===== src/logic/pcr_pkg.sv =====
// package: register offsets, field layouts and reset values of the config bank
package pcr_pkg;
    localparam logic [7:0] PCR_ADDR_THERMAL = 8'h0b;
    localparam logic [7:0] PCR_ADDR_TOP_MODE = 8'h0c;
    localparam logic [7:0] PCR_ADDR_WD_CLEAR = 8'h0d;
    localparam logic [7:0] PCR_ADDR_CHARGER_WRITE_KEY = 8'h10;
    localparam logic [7:0] PCR_ADDR_FAST = 8'h11;
    localparam logic [7:0] PCR_ADDR_TOPOFF = 8'h12;
    localparam logic [7:0] PCR_ADDR_PRECHG = 8'h13;
    localparam logic [7:0] PCR_ADDR_DEAD = 8'h14;
    localparam logic [7:0] PCR_ADDR_VOLT = 8'h15;
    localparam logic [7:0] PCR_THERMAL_RST = 8'h0e;
    localparam logic [7:0] PCR_TOP_MODE_RST = 8'h01;
    localparam logic [7:0] PCR_CHARGER_WRITE_KEY_RST = 8'h03;
    localparam logic [7:0] PCR_FAST_RST = 8'h08;
    localparam logic [7:0] PCR_TOPOFF_RST = 8'h04;
    localparam logic [7:0] PCR_PRECHG_RST = 8'h08;
    localparam logic [7:0] PCR_DEAD_RST = 8'h04;
    localparam logic [7:0] PCR_VOLT_RST = 8'h1e;
    localparam int PCR_SHDN_LSB = 2;
    localparam int PCR_WARN_LSB = 0;
    localparam logic [2:0] PCR_SHDN_RSVD = 3'h7;
    localparam int PCR_MODE_LSB = 3;
    localparam int PCR_SWRST_BIT = 2;
    localparam int PCR_GLITCH_LSB = 0;
    localparam logic [2:0] PCR_WD_CLEAR_CODE = 3'h1;
    localparam int PCR_KEY_LSB = 3;
    localparam logic [4:0] PCR_KEY_OPEN = 5'h15;
    localparam int PCR_NTC_BIT = 2;
    localparam int PCR_TIMER_BIT = 1;
    localparam int PCR_CHGEN_BIT = 0;
    localparam int PCR_DTIMER_LSB = 6;
    localparam int PCR_CUR_LSB = 0;
endpackage


===== src/logic/pcr_bus_if.sv =====
// interface: decoded register write strobe between front end and bank
interface pcr_bus_if;
    logic wr_en;
    logic [7:0] addr;
    logic [7:0] wdata;
    modport front (output wr_en, output addr, output wdata);
    modport bank (input wr_en, input addr, input wdata);
endinterface


===== src/logic/pcr_front.sv =====
// module: write front end, drops writes to the charger block while locked
module pcr_front
    import pcr_pkg::*;
(
    input wire logic wr_en_in,
    input wire logic [7:0] addr_in,
    input wire logic [7:0] wdata_in,
    input wire logic [4:0] key_in,
    pcr_bus_if.front bus
);
    wire logic locked_addr;
    wire logic key_open;
    // protected window runs 11h..15h; the key register itself stays open
    assign locked_addr = (addr_in >= PCR_ADDR_FAST) && (addr_in <= PCR_ADDR_VOLT);
    assign key_open = (key_in == PCR_KEY_OPEN);
    assign bus.wr_en = wr_en_in && (!locked_addr || key_open);
    assign bus.addr = addr_in;
    assign bus.wdata = wdata_in;
endmodule // pcr_front


===== src/logic/pcr_regs.sv =====
// module: top-level and charger configuration register bank
//
// How it works
// - 3-bit shutdown threshold, 95..125 C in 5 C steps, 111 reserved, resets 011.
// - 2-bit die warning threshold, 75..90 C, resets to 10.
// - pin select off: mode index comes from two register bits, both reset 0.
// - pin select on: mode index comes from the mode select pins.
// - writing 1 to bit 2 restores all defaults, cycles outputs, self-clears.
// - 2-bit long-press filter time 4..16 s, resets to 01.
// - watchdog clear register is write-only and resets to zero.
// - writing 001 to the clear code restarts watchdog; other values do nothing.
// - key 10101 in bits 7:3 opens charger writes; key resets 00000.
// - any other key ignores writes to protected registers, contents kept.
// - addresses 11h..15h are protected; key and enables register stays writable.
// - bit 2 of charger control enables thermistor control, resets 0.
// - bit 1 enables both safety timers, resets 1.
// - bit 0 enables the linear charger, resets 1.
// - 6-bit fast current code times 5 mA, resets 001000.
// - 6-bit top-off current code times 1 mA, resets 000100.
// - 6-bit pre-charge current code times 1 mA, resets 001000.
// - dead-battery timer in bits 7:6 selects 5..40 s, resets 00.
// - dead-battery current bits 5:0 times 1 mA, resets 000100.
// - reserved bits of the mode register read and write, reset 0.
module pcr_regs
    import pcr_pkg::*;
(
    input wire logic clk_in,
    input wire logic resetn_in,
    input wire logic ce_in,
    input wire logic wr_en_in,
    input wire logic rd_en_in,
    input wire logic [7:0] addr_in,
    input wire logic [7:0] wdata_in,
    input wire logic [1:0] mode_select_pin_in,
    input wire logic pin_mode_select_enable_in,
    output logic [7:0] rdata_out,
    output logic [1:0] mode_out,
    output logic [2:0] shutdown_temperature_out,
    output logic [1:0] die_warning_out,
    output logic [1:0] long_press_filter_time_out,
    output logic soft_reset_out,
    output logic watchdog_restart_out,
    output logic charger_enable_out,
    output logic safety_timers_enable_out,
    output logic thermistor_control_enable_out,
    output logic [5:0] fast_current_code_out,
    output logic [5:0] topoff_current_code_out,
    output logic [5:0] precharge_current_code_out,
    output logic [1:0] dead_battery_timer_code_out,
    output logic [5:0] dead_battery_current_code_out,
    output logic [7:0] charger_voltage_out
);
    ////////////////////////////////////////////////////////////////////////////
    logic [7:0] thermal_reg;
    logic [7:0] top_mode_reg;
    logic [7:0] charger_write_key_reg;
    logic [7:0] fast_reg;
    logic [7:0] topoff_reg;
    logic [7:0] precharge_reg;
    logic [7:0] dead_reg;
    logic [7:0] volt_reg;
    logic [7:0] rdata_reg;
    logic soft_reset_reg;
    logic wd_restart_reg;
    logic [7:0] thermal_next;
    logic [7:0] rdata_next;
    pcr_bus_if bus ();

    function automatic logic hit(input logic [7:0] a, input logic [7:0] b);
        hit = (a == b);
    endfunction

    pcr_front u_front (
        .wr_en_in(wr_en_in),
        .addr_in(addr_in),
        .wdata_in(wdata_in),
        .key_in(charger_write_key_reg[7:PCR_KEY_LSB]),
        .bus(bus)
    );

    ////////////////////////////////////////////////////////////////////////////
    wire logic wr_thermal = bus.wr_en && hit(bus.addr, PCR_ADDR_THERMAL);
    wire logic wr_mode = bus.wr_en && hit(bus.addr, PCR_ADDR_TOP_MODE);
    wire logic wr_wd = bus.wr_en && hit(bus.addr, PCR_ADDR_WD_CLEAR);
    wire logic wr_lock = bus.wr_en && hit(bus.addr, PCR_ADDR_CHARGER_WRITE_KEY);
    wire logic wr_fast = bus.wr_en && hit(bus.addr, PCR_ADDR_FAST);
    wire logic wr_topoff = bus.wr_en && hit(bus.addr, PCR_ADDR_TOPOFF);
    wire logic wr_prechg = bus.wr_en && hit(bus.addr, PCR_ADDR_PRECHG);
    wire logic wr_dead = bus.wr_en && hit(bus.addr, PCR_ADDR_DEAD);
    wire logic wr_volt = bus.wr_en && hit(bus.addr, PCR_ADDR_VOLT);
    wire logic swrst_req = wr_mode && bus.wdata[PCR_SWRST_BIT];
    // reserved shutdown code is not stored, previous threshold is kept
    wire logic shdn_ok = (bus.wdata[PCR_SHDN_LSB +: 3] != PCR_SHDN_RSVD);
    wire logic wd_hit = wr_wd && (bus.wdata[2:0] == PCR_WD_CLEAR_CODE);

    assign thermal_next = shdn_ok ? bus.wdata : {bus.wdata[7:5], thermal_reg[4:2], bus.wdata[1:0]};

    ////////////////////////////////////////////////////////////////////////////
    // software reset loads defaults on the same edge that takes the write, same as power-on
    always_ff @(posedge clk_in or negedge resetn_in)
    begin
        if (!resetn_in)
        begin
            thermal_reg <= PCR_THERMAL_RST;
            top_mode_reg <= PCR_TOP_MODE_RST;
            charger_write_key_reg <= PCR_CHARGER_WRITE_KEY_RST;
            fast_reg <= PCR_FAST_RST;
            topoff_reg <= PCR_TOPOFF_RST;
            precharge_reg <= PCR_PRECHG_RST;
            dead_reg <= PCR_DEAD_RST;
            volt_reg <= PCR_VOLT_RST;
        end
        else if (ce_in)
        begin
            if (swrst_req)
            begin
                thermal_reg <= PCR_THERMAL_RST;
                top_mode_reg <= PCR_TOP_MODE_RST;
                charger_write_key_reg <= PCR_CHARGER_WRITE_KEY_RST;
                fast_reg <= PCR_FAST_RST;
                topoff_reg <= PCR_TOPOFF_RST;
                precharge_reg <= PCR_PRECHG_RST;
                dead_reg <= PCR_DEAD_RST;
                volt_reg <= PCR_VOLT_RST;
            end
            else
            begin
                if (wr_thermal)
                    thermal_reg <= thermal_next;
                if (wr_mode)
                    top_mode_reg <= {bus.wdata[7:3], 1'b0, bus.wdata[1:0]};
                if (wr_lock)
                    charger_write_key_reg <= bus.wdata;
                if (wr_fast)
                    fast_reg <= bus.wdata;
                if (wr_topoff)
                    topoff_reg <= bus.wdata;
                if (wr_prechg)
                    precharge_reg <= bus.wdata;
                if (wr_dead)
                    dead_reg <= bus.wdata;
                if (wr_volt)
                    volt_reg <= bus.wdata;
            end
        end
    end

    ////////////////////////////////////////////////////////////////////////////
    // one-cycle strobes; watchdog clear has no storage so reads see zero
    always_ff @(posedge clk_in or negedge resetn_in)
    begin
        if (!resetn_in)
        begin
            soft_reset_reg <= 1'b0;
            wd_restart_reg <= 1'b0;
        end
        else if (ce_in)
        begin
            soft_reset_reg <= swrst_req;
            wd_restart_reg <= wd_hit;
        end
    end

    ////////////////////////////////////////////////////////////////////////////
    always_comb
    begin
        case (addr_in)
            PCR_ADDR_THERMAL: rdata_next = thermal_reg;
            PCR_ADDR_TOP_MODE: rdata_next = top_mode_reg;
            PCR_ADDR_CHARGER_WRITE_KEY: rdata_next = charger_write_key_reg;
            PCR_ADDR_FAST: rdata_next = fast_reg;
            PCR_ADDR_TOPOFF: rdata_next = topoff_reg;
            PCR_ADDR_PRECHG: rdata_next = precharge_reg;
            PCR_ADDR_DEAD: rdata_next = dead_reg;
            PCR_ADDR_VOLT: rdata_next = volt_reg;
            default: rdata_next = 8'h00;
        endcase
    end

    always_ff @(posedge clk_in or negedge resetn_in)
    begin
        if (!resetn_in)
            rdata_reg <= 8'h00;
        else if (ce_in && rd_en_in)
            rdata_reg <= rdata_next;
    end

    ////////////////////////////////////////////////////////////////////////////
    assign rdata_out = rdata_reg;
    assign soft_reset_out = soft_reset_reg;
    assign watchdog_restart_out = wd_restart_reg;
    assign mode_out = pin_mode_select_enable_in ? mode_select_pin_in
                    : top_mode_reg[PCR_MODE_LSB +: 2];
    assign shutdown_temperature_out = thermal_reg[PCR_SHDN_LSB +: 3];
    assign die_warning_out = thermal_reg[PCR_WARN_LSB +: 2];
    assign long_press_filter_time_out = top_mode_reg[PCR_GLITCH_LSB +: 2];
    assign charger_enable_out = charger_write_key_reg[PCR_CHGEN_BIT];
    assign safety_timers_enable_out = charger_write_key_reg[PCR_TIMER_BIT];
    assign thermistor_control_enable_out = charger_write_key_reg[PCR_NTC_BIT];
    assign fast_current_code_out = fast_reg[PCR_CUR_LSB +: 6];
    assign topoff_current_code_out = topoff_reg[PCR_CUR_LSB +: 6];
    // no clamp against the fast code: the host keeps the ordering
    assign precharge_current_code_out = precharge_reg[PCR_CUR_LSB +: 6];
    assign dead_battery_timer_code_out = dead_reg[PCR_DTIMER_LSB +: 2];
    assign dead_battery_current_code_out = dead_reg[PCR_CUR_LSB +: 6];
    assign charger_voltage_out = volt_reg;

    ////////////////////////////////////////////////////////////////////////////
    locked_write_a: assert property (@(posedge clk_in) disable iff (!resetn_in)
        ce_in && wr_en_in && addr_in == PCR_ADDR_FAST && charger_write_key_reg[7:3] != PCR_KEY_OPEN
        && !swrst_req |=> $stable(fast_reg)) else $error("locked write changed reg");
    open_write_a: assert property (@(posedge clk_in) disable iff (!resetn_in)
        ce_in && wr_en_in && addr_in == PCR_ADDR_FAST && charger_write_key_reg[7:3] == PCR_KEY_OPEN
        |=> fast_reg == $past(wdata_in)) else $error("open write lost");
    swrst_clear_a: assert property (@(posedge clk_in) disable iff (!resetn_in)
        ce_in && swrst_req |=> top_mode_reg == PCR_TOP_MODE_RST
        && charger_write_key_reg == PCR_CHARGER_WRITE_KEY_RST && thermal_reg == PCR_THERMAL_RST
        && fast_reg == PCR_FAST_RST && topoff_reg == PCR_TOPOFF_RST
        && precharge_reg == PCR_PRECHG_RST && dead_reg == PCR_DEAD_RST
        && volt_reg == PCR_VOLT_RST) else $error("soft reset");
    swrst_bit_a: assert property (@(posedge clk_in) disable iff (!resetn_in)
        !top_mode_reg[PCR_SWRST_BIT]) else $error("reset bit stuck");
    swrst_pulse_a: assert property (@(posedge clk_in) disable iff (!resetn_in)
        ce_in |=> soft_reset_out == $past(swrst_req)) else $error("soft reset pulse");
    wd_pulse_a: assert property (@(posedge clk_in) disable iff (!resetn_in)
        ce_in && wr_en_in && addr_in == PCR_ADDR_WD_CLEAR |=>
        watchdog_restart_out == ($past(wdata_in[2:0]) == PCR_WD_CLEAR_CODE))
        else $error("wd");
    shdn_rsvd_a: assert property (@(posedge clk_in) disable iff (!resetn_in)
        shutdown_temperature_out != PCR_SHDN_RSVD) else $error("reserved shutdown");
    shdn_keep_a: assert property (@(posedge clk_in) disable iff (!resetn_in)
        ce_in && wr_thermal && !shdn_ok |=> thermal_reg[4:2] == $past(thermal_reg[4:2]))
        else $error("reserved code stored");
    thermal_store_a: assert property (@(posedge clk_in) disable iff (!resetn_in)
        ce_in && wr_thermal && shdn_ok |=> thermal_reg == $past(wdata_in))
        else $error("thermal write lost");
    mode_store_a: assert property (@(posedge clk_in) disable iff (!resetn_in)
        ce_in && wr_mode && !swrst_req |=> top_mode_reg == ($past(wdata_in) & 8'hfb))
        else $error("mode write lost");
    mode_src_a: assert property (@(posedge clk_in) disable iff (!resetn_in)
        mode_out == (pin_mode_select_enable_in ? mode_select_pin_in : top_mode_reg[4:3]))
        else $error("mode source");
    lock_free_a: assert property (@(posedge clk_in) disable iff (!resetn_in)
        ce_in && wr_en_in && addr_in == PCR_ADDR_CHARGER_WRITE_KEY |=> charger_write_key_reg == $past(wdata_in))
        else $error("key write lost");
    wd_read_a: assert property (@(posedge clk_in) disable iff (!resetn_in)
        ce_in && rd_en_in && addr_in == PCR_ADDR_WD_CLEAR |=> rdata_out == 8'h00)
        else $error("wd readable");
    read_back_a: assert property (@(posedge clk_in) disable iff (!resetn_in)
        ce_in && rd_en_in && addr_in == PCR_ADDR_FAST |=> rdata_out == $past(fast_reg))
        else $error("read data wrong");
    // a frozen enable must hold the thermal, mode, key and fast registers, read data included
    ce_freeze_a: assert property (@(posedge clk_in) disable iff (!resetn_in)
        !ce_in |=> $stable(thermal_reg) && $stable(top_mode_reg) && $stable(charger_write_key_reg)
        && $stable(fast_reg) && $stable(rdata_reg)) else $error("enable low changed state");
    rdata_hold_a: assert property (@(posedge clk_in) disable iff (!resetn_in)
        !(ce_in && rd_en_in) |=> $stable(rdata_out)) else $error("read data moved");
    lock_open_c: cover property (@(posedge clk_in) disable iff (!resetn_in)
        wr_lock ##2 wr_fast);
    wd_pulse_c: cover property (@(posedge clk_in) disable iff (!resetn_in)
        watchdog_restart_out);
    locked_drop_c: cover property (@(posedge clk_in) disable iff (!resetn_in)
        ce_in && wr_en_in && !bus.wr_en);
    swrst_c: cover property (@(posedge clk_in) disable iff (!resetn_in) swrst_req);
    pin_mode_c: cover property (@(posedge clk_in) disable iff (!resetn_in)
        pin_mode_select_enable_in && mode_out == 2'h3);
endmodule // pcr_regs


===== config.mk =====
export PLATFORM = sky130hd
export DESIGN_NAME = pcr_regs
export DESIGN_NICKNAME = d
export VERILOG_FILES = /design/src/logic/pcr_pkg.sv /design/src/logic/pcr_bus_if.sv /design/src/logic/pcr_front.sv /design/src/logic/pcr_regs.sv
export SDC_FILE = /design/constraint.sdc
export NUM_CORES = 1
export LEC_CHECK = 0
export BUFFER_PORTS_ARGS = -buffer_cell sky130_fd_sc_hd__buf_2
export CAP_MARGIN = 20
export CORE_AREA = 2 2 120 122
export CTS_CLUSTER_DIAMETER = 150
export DETAILED_ROUTE_END_ITERATION = 8
export DIE_AREA = 0 0 122 124
export PLACE_DENSITY_LB_ADDON = 0.1
export SKIP_LAST_GASP = 1
export SYNTH_ARGS = -nofsm -noshare
export SYNTH_HDL_FRONTEND = slang
export SYNTH_SLANG_ARGS = --single-unit

===== constraint.sdc =====
create_clock -name clk_in -period 3.1 [get_ports clk_in]
set_input_delay 0.465 -clock clk_in [delete_from_list [all_inputs] [get_ports clk_in]]
set_output_delay 0.465 -clock clk_in [all_outputs]
set_load 0.02 [all_outputs]

==> flow_summary.toml <==
[run_status]
status = "finished clean"

[timing]
finalCritPeriodShare_pct = 75.2
tightest_slew_ns = 0.979
setup_violations = 0
hold_viol_final = 0
max_freq_mhz = 429
relSlewSlack_pct = 34.8
rsz0062_at_grt = "no"
slew_violations = 0
skew_ns = 0.00473
fin_crit_ns = 2.33
tns_ns = 0

[synth]
postSynthAreaPerCell_um2 = 10.2
synth_cells = 398
synth_most_common_cell = "dfrtp_1"
synth_edf_count = 0
synthDistinctLibCells = 64
yosys.area.top_type = "dfrtp_1"
synth_fp_nets = 422
yosysWarnings = 0
seq_area_frac_synth_pct = 45.5
synth_top_cell_area_share_pct = 36.4
synth_flop_cell = "dfrtp_1"
synth_common_cells = "dfrtp_1, nand2_1, o21ai_0, buf_4, inv_1"
synthArstFlopShare_pct = 100
ys_top_cells_by_area = "dfrtp_1, dfstp_2, buf_4"
synth_seq_cells = 73
synth_area_um2 = 4050

[placement]
port_buffers = 79
dp_hpwl_um = 11300
place_area_um2 = 4420
gp_congestion = 0.882

[routing]
wl_um = 15200
drt_iter0_markers = 199
antenna_left = 0
vias = 3393
drc_errors = 0
via_per_inst = 5.31
wl_per_cell_um = 23.7
dr.pass1.iters = 6

[hold_path]
hold_class = "in2async"

[floorplanning]
dieArea_um2 = 15100
num_io_pins = 80
die_h_um = 124
core_area_um2 = 13700
rows = 43
dieWidth_um = 122
initial_core_util_pct = 29.5

[clock_tree]
postCtsSetupBuffers = 0
cts-resized-gates = 0
clock_tree.root_cell = "clkbuf_16"
cts_tree = "built"
clock_latency_ns = 0.35
clockBufferDepth = 2
cts_hold_buf = 0
numClockSinks = 73
h-tree-depth = 3
numCtsBuffers = 9
cts.clk_slew.worst_paths_ns = 0.06

[final_layout]
nFillCells = 1448
seqCellArea_um2 = 1840
stdcell_area_um2 = 4740
antenna_cells = 0
finalNetCount = 478
drive_gt1_share_pct = 31.6
syn2layout_area_growth_pct = 17.0
multi_input_area_um2 = 1800

[pwr]
p_leak_nw = 2.23
max-vdd-ir-drop_uv = 220
p_per_area_nw_per_um2 = 502

[setup_path]
crit_arrival_ns = 2.56
crit_end = "dead_reg[3]$_DFFE_PN0P_"
reg2reg_slack_ns = 0.77
r2r.worst_path.cells = 5
crit_start = "charger_write_key_reg[4]$_DFFE_PN0P_"
path_max_fanout = 8
end_kind = "flop"
required_ns = 3.33
critPathKind = "reg2reg"
reg2reg_to = "dead_reg[3]$_DFFE_PN0P_"
r2r-start = "charger_write_key_reg[4]$_DFFE_PN0P_"
cp-start-kind = "flop"

[grt]
grtUsageTotal_pct = 21.0
grt_pass1_vias = 3349
grt.overflow.total = 0
grt_max_degree = 74
antenna_found_initial = 0
grt_pass1_wl_um = 22600

[flow_run]
maxCapViolCount = 0
## metal layers
metal / vias to the layer above / wire, um / global-route usage [%]
met5: - / 0 / 0
met4: 0 / 263 / 7.40
met3: 14 / 646 / 2.88
met2: 96 / 7190 / 33.6
met1: 1720 / 7080 / 29.2
li1: 1563 / - / -
## power breakdown
part / switching, mW / internal, mW / total, mW
registers: 0.0225 / 0.982 / 1.00
logic: 0.164 / 0.0760 / 0.240
clock network: 0.409 / 0.726 / 1.13
## worst max-delay path, stage by stage, from the launching register on
cell and delay [ns]:
dfrtp_1 0.40, nor3b_1 0.25, nand3_1 0.29, a31oi_1 0.59, o211ai_2 0.37, a22o_1 0.32
## area by class of cell
type / count / area share, %
clock buffers: 13 / 5.28
clock inverters: 3 / 1.37
inverters: 25 / 1.98
multi-input cells: 258 / 38.0
flip-flops and latches: 73 / 38.9
well taps: 180 / 4.75
repair buffers: 87 / 9.66
## through the flow
step | hold slack, ns | std cells | util, % | setup slack (ns) | total power, mW
5_1_grt | 0.344 | 639 | 34.5 | 0.585 | 2.46
6_report | 0.258 | 639 | 34.5 | 0.770 | 2.38
4_1_cts | 0.324 | 639 | 34.5 | 0.758 | 2.40
2_1_floorplan | 0.169 | 398 | - | 1.18 | 1.15
3_5_place_dp | 0.468 | 623 | 32.2 | 0.595 | 1.26
3_3_place_gp | 0.460 | 623 | 32.2 | 0.587 | 1.26
## placed cells by master, fill, tap and decap left out, types with 5 or more instances in the layout
cell	synthesis	routed
mux2_2	5	5
nor2_1	16	16
a21oi_1	11	11
buf_4	26	9
o2bb2ai_1	12	12
o22ai_1	9	9
nand2_1	44	44
nor3_1	5	5
a22o_1	13	13
a22oi_1	6	6
a221oi_1	6	6
o22a_1	6	6
dfstp_2	14	14
nand3_1	8	8
o21ai_0	30	30
a31oi_1	5	5
inv_1	24	24
dfrtp_1	59	59
mux2i_1	12	12
buf_2	1	78
clkbuf_16	0	9
## worst min path at each step
stage	start	to	slack (ns)
2_1_floorplan	resetn_in	charger_voltage_out[0]$_DFFE_PN0P_	0.17
3_3_place_gp	rdata_out[6]$_DFFE_PN0P_	rdata_out[6]$_DFFE_PN0P_	0.46
3_5_place_dp	fast_reg[6]$_DFFE_PN0P_	fast_reg[6]$_DFFE_PN0P_	0.47
4_1_cts	resetn_in	rdata_out[3]$_DFFE_PN0P_	0.32
5_1_grt	resetn_in	rdata_out[3]$_DFFE_PN0P_	0.34
6_report	resetn_in	rdata_out[3]$_DFFE_PN0P_	0.26
## cells by family after synthesis
logic type / after synthesis / share of synthesized area [%]
AO/OA/AOI/OAI: 119 / 21.1
buffers and inverters: 67 / 9.98
flip-flops: 73 / 45.5
multiplexers: 20 / 6.02
AND/OR/NAND/NOR: 119 / 17.4
Power figures use the tool's default switching activity.
